[config.mk]
export PLATFORM = sky130hd
export DESIGN_NAME = mfr_regs
export DESIGN_NICKNAME = d
export VERILOG_FILES = /design/src/hdl/mfr_pkg.sv /design/src/hdl/mfr_chg_log.sv /design/src/hdl/mfr_regs.sv
export SDC_FILE = /design/constraint.sdc
export NUM_CORES = 1
export LEC_CHECK = 0
export BUFFER_PORTS_ARGS = -buffer_cell sky130_fd_sc_hd__buf_2
export CORE_ASPECT_RATIO = 1.5
export CORE_MARGIN = 2
export CORE_UTILIZATION = 43
export DETAILED_ROUTE_END_ITERATION = 7
export GPL_TIMING_DRIVEN = 0
export PLACE_DENSITY = 0.75
export SLEW_MARGIN = 20
export SYNTH_ARGS = -nofsm -noshare
export SYNTH_HDL_FRONTEND = slang
export SYNTH_SLANG_ARGS = --single-unit
[constraint.sdc]
create_clock -name clk_i -period 1.34 [get_ports clk_i]
set_input_delay 0.201 -clock clk_i [delete_from_list [all_inputs] [get_ports clk_i]]
set_output_delay 0.201 -clock clk_i [all_outputs]
set_load 0.02 [all_outputs]
[src/hdl/mfr_pkg.sv]
// Constants, carriers and field layout of the fault-recovery register block
// What this block does
// - Trap seen before or on the write clearing bit 9 is still taken at end.
// - Bit 8 set relocates only destination operand references.
// - Bit 7 clears on trace, parity, odd, timeout traps and interrupts only.
// - Bit 7 reads one after reset and ignores software writes.
// - Faulting processor mode lands in status bits 6:5.
// - Illegal mode 10 with relocation sets abort flags 15 and 14.
// - Status bit 4 records instruction space 0 or data space 1.
// - Status bits 3:1 capture the faulting page number.
// - Bit 0 set relocates and protects; clear passes addresses straight.
// - Change log clears at the start of every instruction fetch while no flag 15:13 is set.
// - The first two autoincrements or autodecrements log register number and amount; later ones are not logged.
// - First change in the low byte, second in the high byte.
// - Virtual PC loads fetch address, or vector on hardware traps.
// - Virtual PC register is read-only.
// - Config bits 0,1,2 enable data space for user, supervisor, kernel.
// - Config bit 3 is reserved and reads zero.
// - Bit 4 picks 18 or 22 bit mapping; 16 bit when relocation off.
// - Config bit 5 enables relocation in the I/O bus map.
// - Config resets to zero; bits 15:6 unused.
// - Software clears flags 15:12; capture resumes on the next reference.
// - After an abort, captured contents stay frozen for that first abort.
// - Latest trap is recorded; abort after trap gives one stack push.
// - Any flag 15:13 set freezes status 7:1, change log and virtual PC.
package mfr_pkg;

  // ==========================================================
  // Register map
  localparam logic [4:0] OFS_STATUS = 5'h00;
  localparam logic [4:0] OFS_CHGLOG = 5'h04;
  localparam logic [4:0] OFS_VPC    = 5'h08;
  localparam logic [4:0] OFS_CONFIG = 5'h0C;

  // ==========================================================
  // Status field positions
  localparam int ST_NONRES  = 15;
  localparam int ST_LENGTH  = 14;
  localparam int ST_RDONLY  = 13;
  localparam int ST_MMTRAP  = 12;
  localparam int ST_TRAPEN  = 9;
  localparam int ST_MAINT   = 8;
  localparam int ST_DONE    = 7;
  localparam int ST_MODE_LO = 5;
  localparam int ST_DSPACE  = 4;
  localparam int ST_PAGE_LO = 1;
  localparam int ST_RELOC   = 0;
  localparam logic [15:0] ST_RESET = 16'h0080;

  // ==========================================================
  // Configuration field positions
  localparam int CF_DUSER  = 0;
  localparam int CF_DKERN  = 2;
  localparam int CF_RSVD   = 3;
  localparam int CF_MAP22  = 4;
  localparam int CF_IOREL  = 5;
  localparam logic [5:0] CF_RESET = 6'h00;
  localparam logic [5:0] CF_WMASK = 6'h37;

  // ==========================================================
  // Modes and mapping widths
  localparam logic [1:0] MODE_ILLEGAL = 2'h2;
  localparam logic [1:0] AMAP_16 = 2'h0;
  localparam logic [1:0] AMAP_18 = 2'h1;
  localparam logic [1:0] AMAP_22 = 2'h2;

  // Events from the processor core, all one-cycle pulses with data
  typedef struct packed {
    logic        fetch;
    logic [15:0] fetch_va;
    logic        hw_trap;
    logic [15:0] vector;
    logic        instr_end;
    logic        sw_trap;
    logic        autoinc;
    logic [2:0]  ai_reg;
    logic [4:0]  ai_amt;
    logic        ref_valid;
    logic [1:0]  ref_mode;
    logic        ref_dspace;
    logic [2:0]  ref_page;
    logic        ref_dest;
    logic        ab_nonres;
    logic        ab_length;
    logic        ab_rdonly;
    logic        trap_cond;
  } mfr_core_ev_s;

  // Mapping controls handed to the relocation datapath
  typedef struct packed {
    logic       reloc_all;
    logic       reloc_dest;
    logic [2:0] dspace_en;
    logic [1:0] amap;
    logic       io_reloc;
  } mfr_map_ctl_s;

endpackage

[src/hdl/mfr_chg_log.sv]
// Two-entry log of register autoincrement and autodecrement changes
`timescale 1ns/10ps
module mfr_chg_log
  import mfr_pkg::*;
(
  input  wire logic        clk_i,
  input  wire logic        rst_i,
  input  wire logic        clear_i,
  input  wire logic        hold_i,
  input  wire logic        log_i,
  input  wire logic [2:0]  reg_i,
  input  wire logic [4:0]  amt_i,
  output logic      [15:0] log_o
);

  logic [1:0]  fill;
  logic [1:0]  next_fill;
  logic [15:0] next_log;
  logic [1:0]  base_fill;
  logic [15:0] base_log;

  // A fetch restarts the log before this cycle's change is added
  assign base_fill = clear_i ? 2'h0 : fill;
  assign base_log  = clear_i ? 16'h0000 : log_o;

  always_comb begin
    next_fill = base_fill;
    next_log  = base_log;
    if (log_i && base_fill == 2'h0) begin
      next_log[7:0] = {amt_i, reg_i};
      next_fill     = 2'h1;
    end else if (log_i && base_fill == 2'h1) begin
      next_log[15:8] = {amt_i, reg_i};
      next_fill      = 2'h2;
    end
  end

  always_ff @(posedge clk_i) begin
    if (rst_i) begin
      fill  <= 2'h0;
      log_o <= 16'h0000;
    end else if (!hold_i) begin
      fill  <= next_fill;
      log_o <= next_log;
    end
  end

endmodule // mfr_chg_log

[src/hdl/mfr_regs.sv]
// Fault-recovery status, change log, virtual PC and mapping configuration
//
// The address map and the Wishbone slave port were chosen for this implementation.
`timescale 1ns/10ps
module mfr_regs
  import mfr_pkg::*;
(
  input  wire logic         clk_i,
  input  wire logic         rst_i,
  input  wire logic         wb_cyc_i,
  input  wire logic         wb_stb_i,
  input  wire logic         wb_we_i,
  input  wire logic [4:0]   wb_adr_i,
  input  wire logic [3:0]   wb_sel_i,
  input  wire logic [31:0]  wb_dat_i,
  output logic      [31:0]  wb_dat_o,
  output logic              wb_ack_o,
  input  wire mfr_core_ev_s ev_i,
  output mfr_map_ctl_s      map_ctl_o,
  output logic              trap_req_o,
  output logic              abort_req_o
);

  // ==========================================================
  // Bus decode
  logic        req;
  logic        wr;
  logic        hit_st;
  logic        hit_log;
  logic        hit_vpc;
  logic        hit_cfg;
  logic        wr_lo;
  logic        wr_hi;
  logic [15:0] rd_word;

  assign req     = wb_cyc_i && wb_stb_i && !wb_ack_o;
  assign wr      = wb_cyc_i && wb_stb_i && wb_we_i && wb_ack_o;
  assign hit_st  = wb_adr_i == OFS_STATUS;
  assign hit_log = wb_adr_i == OFS_CHGLOG;
  assign hit_vpc = wb_adr_i == OFS_VPC;
  assign hit_cfg = wb_adr_i == OFS_CONFIG;
  assign wr_lo   = wr && wb_sel_i[0];
  assign wr_hi   = wr && wb_sel_i[1];

  // ==========================================================
  // State
  logic [15:0] st;
  logic [15:0] next_st;
  logic [5:0]  cfg;
  logic [5:0]  next_cfg;
  logic [15:0] vpc;
  logic [15:0] next_vpc;
  logic [15:0] chg_log;
  logic        trap_pend;
  logic        next_pend;

  // ==========================================================
  // Fault classification
  logic frozen;
  logic reloc_ref;
  logic ill_mode;
  logic f_nonres;
  logic f_length;
  logic abort_ev;
  logic trap_ev;
  logic capture;

  assign frozen    = |st[ST_NONRES:ST_RDONLY];
  // Maintenance mode maps destination operands only
  assign reloc_ref = ev_i.ref_valid && st[ST_RELOC]
                     && (!st[ST_MAINT] || ev_i.ref_dest);
  assign ill_mode  = reloc_ref && ev_i.ref_mode == MODE_ILLEGAL;
  assign f_nonres  = ev_i.ab_nonres || ill_mode;
  assign f_length  = ev_i.ab_length || ill_mode;
  assign abort_ev  = reloc_ref && (f_nonres || f_length || ev_i.ab_rdonly);
  assign trap_ev   = reloc_ref && ev_i.trap_cond;
  // Captures restart once software has cleared the flags
  assign capture   = (abort_ev || trap_ev) && !frozen;

  // ==========================================================
  // Status register next value
  always_comb begin
    next_st = st;
    if (wr_hi && hit_st) begin
      next_st[15:12]    = wb_dat_i[15:12];
      next_st[ST_TRAPEN] = wb_dat_i[ST_TRAPEN];
      next_st[ST_MAINT] = wb_dat_i[ST_MAINT];
    end
    if (wr_lo && hit_st) begin
      next_st[ST_RELOC] = wb_dat_i[ST_RELOC];
    end
    // Instruction-completed is hardware owned
    if (!frozen && ev_i.instr_end && !ev_i.sw_trap) begin
      next_st[ST_DONE] = 1'b1;
    end
    if (!frozen && ev_i.hw_trap) begin
      next_st[ST_DONE] = 1'b0;
    end
    // Hardware set wins over a software clear in the same cycle
    if (abort_ev && !frozen) begin
      next_st[ST_NONRES] = st[ST_NONRES] || f_nonres;
      next_st[ST_LENGTH] = st[ST_LENGTH] || f_length;
      next_st[ST_RDONLY] = st[ST_RDONLY] || ev_i.ab_rdonly;
    end
    if (trap_ev && !frozen) begin
      next_st[ST_MMTRAP] = 1'b1;
    end
    // Latest trap or first abort describes the fault
    if (capture) begin
      next_st[6:5] = ev_i.ref_mode;
      next_st[ST_DSPACE] = ev_i.ref_dspace;
      next_st[3:1] = ev_i.ref_page;
    end
    next_st[11:10] = 2'b00;
  end

  // ==========================================================
  // Virtual PC next value
  always_comb begin
    next_vpc = vpc;
    if (ev_i.fetch) begin
      next_vpc = ev_i.fetch_va;
    end
    if (ev_i.hw_trap) begin
      next_vpc = ev_i.vector;
    end
  end

  // Configuration writes: reserved bit 3 never stored
  assign next_cfg = (wr_lo && hit_cfg) ? (wb_dat_i[5:0] & CF_WMASK)
                                       : cfg;

  // ==========================================================
  // Trap pending across the instruction
  always_comb begin
    next_pend = trap_pend;
    // Uses the enable as it stood before this reference's write
    if (trap_ev && st[ST_TRAPEN]) begin
      next_pend = 1'b1;
    end
    if (ev_i.instr_end) begin
      next_pend = 1'b0;
    end
    // An abort takes over, so only one stack push happens
    if (abort_ev) begin
      next_pend = 1'b0;
    end
  end

  // ==========================================================
  // Registers
  always_ff @(posedge clk_i) begin
    if (rst_i) begin
      st <= ST_RESET;
      cfg <= CF_RESET;
      trap_pend <= 1'b0;
    end else begin
      st <= next_st;
      cfg <= next_cfg;
      trap_pend <= next_pend;
    end
  end

  always_ff @(posedge clk_i) begin
    if (rst_i) begin
      vpc <= 16'h0000;
    end else if (!frozen) begin
      vpc <= next_vpc;
    end
  end

  always_ff @(posedge clk_i) begin
    if (rst_i) begin
      trap_req_o  <= 1'b0;
      abort_req_o <= 1'b0;
    end else begin
      trap_req_o  <= trap_pend && ev_i.instr_end && !abort_ev;
      abort_req_o <= abort_ev && !frozen;
    end
  end

  // ==========================================================
  // Register-change log
  mfr_chg_log u_log (
    .clk_i   (clk_i),
    .rst_i   (rst_i),
    .clear_i (ev_i.fetch),
    .hold_i  (frozen),
    .log_i   (ev_i.autoinc),
    .reg_i   (ev_i.ai_reg),
    .amt_i   (ev_i.ai_amt),
    .log_o   (chg_log)
  );

  // ==========================================================
  // Mapping controls
  mfr_map_ctl_s next_ctl;

  assign next_ctl.reloc_all  = st[ST_RELOC] && !st[ST_MAINT];
  assign next_ctl.reloc_dest = st[ST_RELOC];
  assign next_ctl.dspace_en  = cfg[CF_DKERN:CF_DUSER];
  assign next_ctl.amap       = !st[ST_RELOC] ? AMAP_16
                               : cfg[CF_MAP22] ? AMAP_22
                               : AMAP_18;
  assign next_ctl.io_reloc   = cfg[CF_IOREL];

  always_ff @(posedge clk_i) begin
    if (rst_i) begin
      map_ctl_o <= '0;
    end else begin
      map_ctl_o <= next_ctl;
    end
  end

  // ==========================================================
  // Read mux and acknowledge; virtual PC and log ignore writes
  assign rd_word = hit_st  ? st
                 : hit_log ? chg_log
                 : hit_vpc ? vpc
                 : hit_cfg ? {10'h000, cfg}
                 : 16'h0000;

  always_ff @(posedge clk_i) begin
    if (rst_i) begin
      wb_ack_o <= 1'b0;
      wb_dat_o <= 32'h0000_0000;
    end else begin
      wb_ack_o <= req;
      if (req) begin
        wb_dat_o <= {16'h0000, rd_word};
      end
    end
  end

  // ==========================================================
  // Checks
  chk_trap_after_clear: assert property (@(posedge clk_i) disable iff (rst_i)
    trap_pend && ev_i.instr_end && !abort_ev |=> trap_req_o)
    else $error("pending trap not raised at instruction end");

  chk_dest_only_map: assert property (@(posedge clk_i) disable iff (rst_i)
    st[ST_RELOC] && st[ST_MAINT] |=> !map_ctl_o.reloc_all
      && map_ctl_o.reloc_dest)
    else $error("maintenance mode relocates non-destination refs");

  chk_done_cleared: assert property (@(posedge clk_i) disable iff (rst_i)
    ev_i.hw_trap && !frozen |=> !st[ST_DONE])
    else $error("instruction-completed not cleared by trap");

  chk_done_reset: assert property (@(posedge clk_i)
    rst_i |=> st[ST_DONE])
    else $error("instruction-completed not one after reset");

  chk_ill_mode_flags: assert property (@(posedge clk_i) disable iff (rst_i)
    ill_mode && !frozen |=> st[ST_NONRES] && st[ST_LENGTH])
    else $error("illegal mode did not set both abort flags");

  chk_page_capture: assert property (@(posedge clk_i) disable iff (rst_i)
    capture |=> st[3:1] == $past(ev_i.ref_page)
      && st[6:5] == $past(ev_i.ref_mode))
    else $error("fault page or mode not captured");

  chk_freeze_holds: assert property (@(posedge clk_i) disable iff (rst_i)
    frozen |=> $stable(vpc) && $stable(chg_log)
      && $stable(st[7:1]))
    else $error("frozen fault state changed");

  chk_fetch_vpc: assert property (@(posedge clk_i) disable iff (rst_i)
    ev_i.fetch && !ev_i.hw_trap && !frozen
      |=> vpc == $past(ev_i.fetch_va))
    else $error("virtual PC missed the fetch address");

  chk_log_cleared: assert property (@(posedge clk_i) disable iff (rst_i)
    ev_i.fetch && !ev_i.autoinc && !frozen |=> chg_log == 16'h0000)
    else $error("change log not cleared on fetch");

  chk_cfg_reserved: assert property (@(posedge clk_i) disable iff (rst_i)
    wb_ack_o && $past(hit_cfg) && !$past(wb_we_i)
      |-> wb_dat_o[15:6] == 10'h000 && wb_dat_o[CF_RSVD] == 1'b0)
    else $error("reserved config bit read as one");

  chk_ack_single: assert property (@(posedge clk_i) disable iff (rst_i)
    wb_ack_o |=> !wb_ack_o)
    else $error("acknowledge held longer than one cycle");

  chk_space_capture: assert property (@(posedge clk_i) disable iff (rst_i)
    capture |=> st[ST_DSPACE] == $past(ev_i.ref_dspace))
    else $error("fault address space not captured");

  chk_done_sw_trap: assert property (@(posedge clk_i) disable iff (rst_i)
    ev_i.instr_end && ev_i.sw_trap && !ev_i.hw_trap |=> $stable(st[ST_DONE]))
    else $error("software trap changed instruction-completed");

  chk_reloc_off: assert property (@(posedge clk_i) disable iff (rst_i)
    !st[ST_RELOC] |=> !map_ctl_o.reloc_all && !map_ctl_o.reloc_dest
      && map_ctl_o.amap == AMAP_16)
    else $error("mapping active with relocation off");

  chk_map22_sel: assert property (@(posedge clk_i) disable iff (rst_i)
    st[ST_RELOC] && cfg[CF_MAP22] |=> map_ctl_o.amap == AMAP_22)
    else $error("22-bit mapping not selected");

  chk_dspace_cfg: assert property (@(posedge clk_i) disable iff (rst_i)
    1'b1 |=> map_ctl_o.dspace_en == $past(cfg[CF_DKERN:CF_DUSER]))
    else $error("data-space enables differ from configuration");

  chk_io_reloc: assert property (@(posedge clk_i) disable iff (rst_i)
    1'b1 |=> map_ctl_o.io_reloc == $past(cfg[CF_IOREL]))
    else $error("bus map relocation differs from configuration");

  chk_cfg_reset: assert property (@(posedge clk_i)
    rst_i |=> cfg == CF_RESET)
    else $error("configuration not zero after reset");

  chk_vpc_vector: assert property (@(posedge clk_i) disable iff (rst_i)
    ev_i.hw_trap && !frozen |=> vpc == $past(ev_i.vector))
    else $error("virtual PC missed the trap vector");

  chk_vpc_readonly: assert property (@(posedge clk_i) disable iff (rst_i)
    wr && hit_vpc && !ev_i.fetch && !ev_i.hw_trap |=> $stable(vpc))
    else $error("software write changed the virtual PC");

  chk_abort_once: assert property (@(posedge clk_i) disable iff (rst_i)
    frozen |=> !abort_req_o)
    else $error("later error reported after first abort");

  chk_single_push: assert property (@(posedge clk_i) disable iff (rst_i)
    abort_ev |=> !trap_pend && !trap_req_o)
    else $error("trap raised alongside an abort");

  cov_abort_seen: cover property (@(posedge clk_i) disable iff (rst_i)
    abort_ev && !frozen ##1 frozen);

  cov_trap_taken: cover property (@(posedge clk_i) disable iff (rst_i)
    trap_req_o);

  cov_abort_after_trap: cover property (@(posedge clk_i) disable iff (rst_i)
    trap_pend ##[1:20] abort_ev);

  cov_two_changes: cover property (@(posedge clk_i) disable iff (rst_i)
    ev_i.autoinc ##[1:10] ev_i.autoinc);

endmodule // mfr_regs
* After elaboration in Yosys (flattened, before gate mapping) *
Index checks and enable logic that the tools add are counted.

storage, ports and cells
  flip-flop bits (word level) = 83
  input port bits = 103
  output and inout port bits = 43
  logic and storage cells = 100

cells by class
  equal/unequal tests = 5
  mux-type cells = 19
  bitwise gates (word level) = 2
  reduce and logical (&&, ||, !) cells = 52

operator list
  kind                                           number
  2-to-1 mux 16 bit                              6
  logical AND 1 bit                              26
  2-to-1 mux 8 bit                               3
  == test 5 x 4 -> 1 bit, second input constant  2
  nonzero test 2 bit                             5
  logical OR 1 bit                               9
  2-to-1 mux 2 bit                               4
  2-to-1 mux 6 bit                               1
  OR reduction 3 bit                             2
  == test 5 x 3 -> 1 bit, second input constant  1
  zero test 1 bit                                5
  zero test 5 bit                                1
  2-to-1 mux 4 bit                               1
  AND reduction 2 bit                            2
  2-to-1 mux 1 bit                               3
  2-to-1 mux 3 bit                               1
  == test 2 x 1 -> 1 bit, second input constant  1
  == test 2 bit, second input constant           1
  zero test 2 bit                                1
  inverter 1 bit                                 2
  OR reduction 2 bit                             1

* Depth between registers and ports, before layout *
  depth in word-level cells = 10
  gate-level depth with buffers = 6
  depth with buffers taken out = 4

* By module *
A second synthesis with hierarchy kept.

second synthesis, totals
  cell total of the unflattened synthesis = 372
  area, all modules = 3584.7 µm²

modules (own cells, without submodules)
  module       instances  cells each  area an instance (µm²)  seq. area each (µm²)
  mfr_regs     1          312         2867.8                  1261.2
  mfr_chg_log  1          60          716.9                   360.3

* Worst setup path after synthesis *
No wires, ideal clock.

  kind = reg-to-reg
  start = register wb_ack_o
  end = register st[14]
  library setup time = 0.091 ns
  arrival = 1.332 ns
  data required time = 1.249 ns
  path slack = -0.083 ns
  cell stages (with the launch flop) = 6
  buffers on the path = 1
  clock period less this slack = 1.423 ns
  cell sequence = dfxtp_1 > and4_1 > and4_1 > buf_4 > o21ai_0 > a311oi_1

between the ends
  cells in the longest elaborated chain, start to end = 4

ends and longest elaborated chain
  what                          RTL line         source
  start: declaration            mfr_regs.sv:17   output logic wb_ack_o,
  start signal: assignment      mfr_regs.sv:228  wb_ack_o <= req;
  logical AND 1 bit             mfr_regs.sv:37   assign wr = wb_cyc_i && wb_stb_i && wb_we_i && wb_ack_o;
  logical AND 1 bit             mfr_regs.sv:43   assign wr_hi = wr && wb_sel_i[1];
  logical AND 1 bit             mfr_regs.sv:84   if (wr_hi && hit_st) begin
  nonzero test 2 bit (no line)  n/a
  end signal: assignment        mfr_regs.sv:158  st <= next_st;
  end: declaration              mfr_regs.sv:47   logic [15:0] st;

Every way passes these cells.
A chain may end at the register's enable or synchronous reset.

* Final worst setup path *
  start = register st[13]
  end = register st[15]

between the ends
  cells in the longest elaborated chain, start to end = 4

ends and longest elaborated chain
  what                                                    RTL line         source
  OR reduction 3 bit *                                    mfr_regs.sv:68   assign frozen = |st[ST_NONRES:ST_RDONLY];
  zero test 1 bit *                                       n/a
  logical AND 1 bit *                                     mfr_regs.sv:100  if (abort_ev && !frozen) begin
  2-to-1 mux 3 bit or nonzero test 2 bit (tied branches)  n/a

Mark *: on every way between the ends. The rest lies on a longest branch, timed or not.

==> impl_results.md <==
- CP endpoint kind: register
- Crit path launch type: register
- # diodes: 0
- Number of synthesized flops with an enable pin: 0
- Max_slew headroom: 0.5781
- Cell count after synthesis: 383
- Clk pwr share: 0.438
- Final ANT Viol Nets: 0
- GRT Residual Overflow: 0
- Leak: around 2.2 nW
- Cell Count, Final, Fillers Out: around 630
- First-pass GRT wire length: ~16000 um
- Syn-to-layout area delta: 36.87%
- Gate power share: 0.112
- Hold Path Origin: ev_i[22]
- Die Area: between 0.009 and 0.01 mm2
- Failing checks: setup timing
- Register area share after synthesis: 0.4533
- Drc violations: 0
- Placed cells: between 600 and 700
- Area share of the largest cell type after synthesis: 0.4533
- Antenna violations before repair: 0
- Total Routing Usage GR: 0.2314
- Netlist cell types: 43
- Final Cell Area: between 0.004 and 0.005 mm2
- # IOs: about 150
- Main area contributors after synthesis: dfxtp_1 45%, mux2i_1 11%, nor2_1 6.4%, a22oi_1 6.3%, a211oi_1 4.2%
- H-tree levels: 3
- Fraction of registers with async set/reset: 0
- Worst-path fanout max: 9
- Cell family with most CP delay: simple AND/OR/NAND/NOR gates
- Status: finished with violations
- HPWL after detailed placement: 7642 um
- FMAX: around 710 MHz
- Most frequent cells in the layout: 107 x buf_2, 76 x dfxtp_1, 61 x nor2_1
- Setup tns final: -0.4884 ns
- Total CTS buffers: 9
- Row Count: 40
- Avg Cell Area, Syn: ~9.3 um2
- Worst-Skew Late Latency: about 0.34 ns
- Synth warnings: 0
- VDD IR max: between 600 and 700 uV
- Reg clk slew, reported paths: roughly 0.06 ns
- Net Sw Frac: 0.2363
- IO buf count: roughly 100
- Placed Area: 0.004282 mm2
- Area leader, netlist: dfxtp_1
- Crit Path Class: reg -> reg
- Slew @ Worst Pin: between 0.6 and 0.7 ns
- Skew final: approximately 0.0049 ns
- Routed WL: 10140 um
- Final slew viol count: 0
- Syn Std Cell Area: 0.003577 mm2
- Routed vias/inst: 5.248
- Wirelength per Cell: ~16 um
- Buf/Inv on CP: 1
- Register bit count reported by yosys: between 80 and 90
- Vias: between 3000 and 4000
- Cell area power density: 1144 mW/mm2
- Fin. Hold Viols: 0
- Setup Viol. Count Final: 17
- Required time worst endpoint: 1.55 ns
- Vias in the first global route: about 3200
- Crit path time final: ~1.4 ns
- Core Area: about 0.0081 mm2
- RSZ-0062 raised after global routing: yes
- Die width: between 70 and 80 um
- Worst-path cell chain: nor3_4, buf_6, nand3_4, nor4_4, a211oi_2
- CTS max path bufs: 2
- Crit-path slowest cell: dfxtp_2
- Clk sinks: about 80
- Top_reg_cell synth: dfxtp_1
- NetSw: 0.001324 W
- Internal Power: about 0.0043 W
- Final period utilization: 1.050
- Starting Density: 0.4439
- Worst flop-to-flop path startpoint: st[13]
- DR iter-0 viols: 178
- Layout cells sized above 1: 0.3826
- Arr. time, crit path: roughly 1.6 ns
- Most common cell after layout, fill and taps aside: buf_2
- Post-route setup slack: -0.06755 ns
- Max incr delay on CP: ~0.35 ns
- Die height: roughly 120 um
- # fillers: 710
- Sequential Power Share: 0.450
- Min-Delay Path Class: in -> reg
- CTS tree: built
- Largest net degree at the start of global routing: 13
- Routability Congestion: between 0.8 and 0.9
- Crit. Startpoint: st[13]
- Hold Buf Count CTS: 0
- Root Buffer: clkbuf_16
- Nets: 627
- DR pass1 iterations: 5
- Max-cap violations: 0
[layer usage]
layer / vias to the layer above / global-route usage / wire, um
met1: 1525 / 0.2531 / 3845
met5: - / 0 / 0
li1: 1646 / - / -
met4: 0 / 0.1404 / 319
met2: 127 / 0.4224 / 5405
met3: 24 / 0.03115 / 572
[kinds of logic (layout without fill, tap and decap cells)]
kind of cell,Yosys count,count (layout),synth area share
simple gates,112,112,0.1529
compound gates,99,99,0.1973
flops,81,81,0.4533
buf+inv,50,180,0.07660
mux,40,40,0.1189
other cells,1,16,0.001048
[per-stage QoR]
stage          power [W]  utilization  hold WS (ns)  setup slack (ns)
2_1_floorplan   0.002906            -        0.2841           0.01270
3_3_place_gp    0.003120       0.5314        0.4410           -0.3692
3_5_place_dp    0.003134       0.5314        0.4506           -0.3408
4_1_cts         0.005586       0.5894       0.09472          -0.09398
5_1_grt         0.005794       0.6076       0.09535           -0.1346
6_report        0.005603       0.6076       0.08996          -0.06755
[what timing repair did]
action | CTS | global route
setup endpoints to repair | 63 | 56
pin swaps | 11 | 16
setup buffers | 7 | 4
cloned | 2 | 1
gates resized for setup | 30 | 29
[cells in the mapped netlist, types with 3 or more instances]
cell and number:
a211oi_1 20, and4_1 3, nand3_1 8, a21oi_1 13, buf_2 9, o21ai_0 8, dfxtp_1 81, nor2b_1 8
buf_1 3, clkbuf_1 10, a221oi_1 3, nand2_1 8, mux2i_1 38, buf_4 20, nor2_1 61, nand4_1 4
nand2b_1 3, o2bb2ai_1 9, and2_1 3, a31oi_1 3, o211ai_1 4, a22oi_1 30, inv_1 8
[sequential cells by signal (all words and copies together), names as in the netlist]
register / count
wb_dat_o: 16
vpc: 16
map_ctl_o: 8
wb_ack_o: 1
abort_req_o: 1
u_log.fill: 2
u_log.log_o: 16
st: 14
trap_pend: 1
trap_req_o: 1
cfg: 5
[path summary, 6_finish.rpt]
| path | cells past startpoint | slack (ns) | endpoint |
|---|---|---|---|
| hold reg to reg | 2 | 0.47 | trap_req_o |
| setup / recovery | 5 | -0.07 | st[15] |
| setup reg to reg | 5 | -0.07 | st[15] |
| hold / removal | 2 | 0.09 | trap_pend |
[worst reg2reg max path, stage by stage (launching register included)]
cell	delay [ns]
dfxtp_2	0.35
nor3_4	0.23
buf_6	0.17
nand3_4	0.14
nor4_4	0.31
a211oi_2	0.07
[final cells by class]
cell class	instances	area, um2	area share
Clock buffer	12	256.5	0.05239
Inverter	8	30.03	0.006133
Timing Repair Buffer	116	623.1	0.1273
Multi-Input combinational cell	267	1906	0.3892
Tap cell	105	131.4	0.02683
Clock inverter	3	40.04	0.008178
Sequential cell	81	1628	0.3325
Buffer	41	281.5	0.05750
[power groups by stage]
stage / clock network [W] / registers (W) / logic, W
after global routing: 0.00259 / 0.00253 / 0.000682
final: 0.00246 / 0.00252 / 0.000625
after floorplan: 0 / 0.00256 / 0.000349
after CTS: 0.00248 / 0.00252 / 0.000587
after global placement: 0 / 0.00257 / 0.000550
after detailed placement: 0 / 0.00257 / 0.000561
Power figures use the tool's default switching activity.
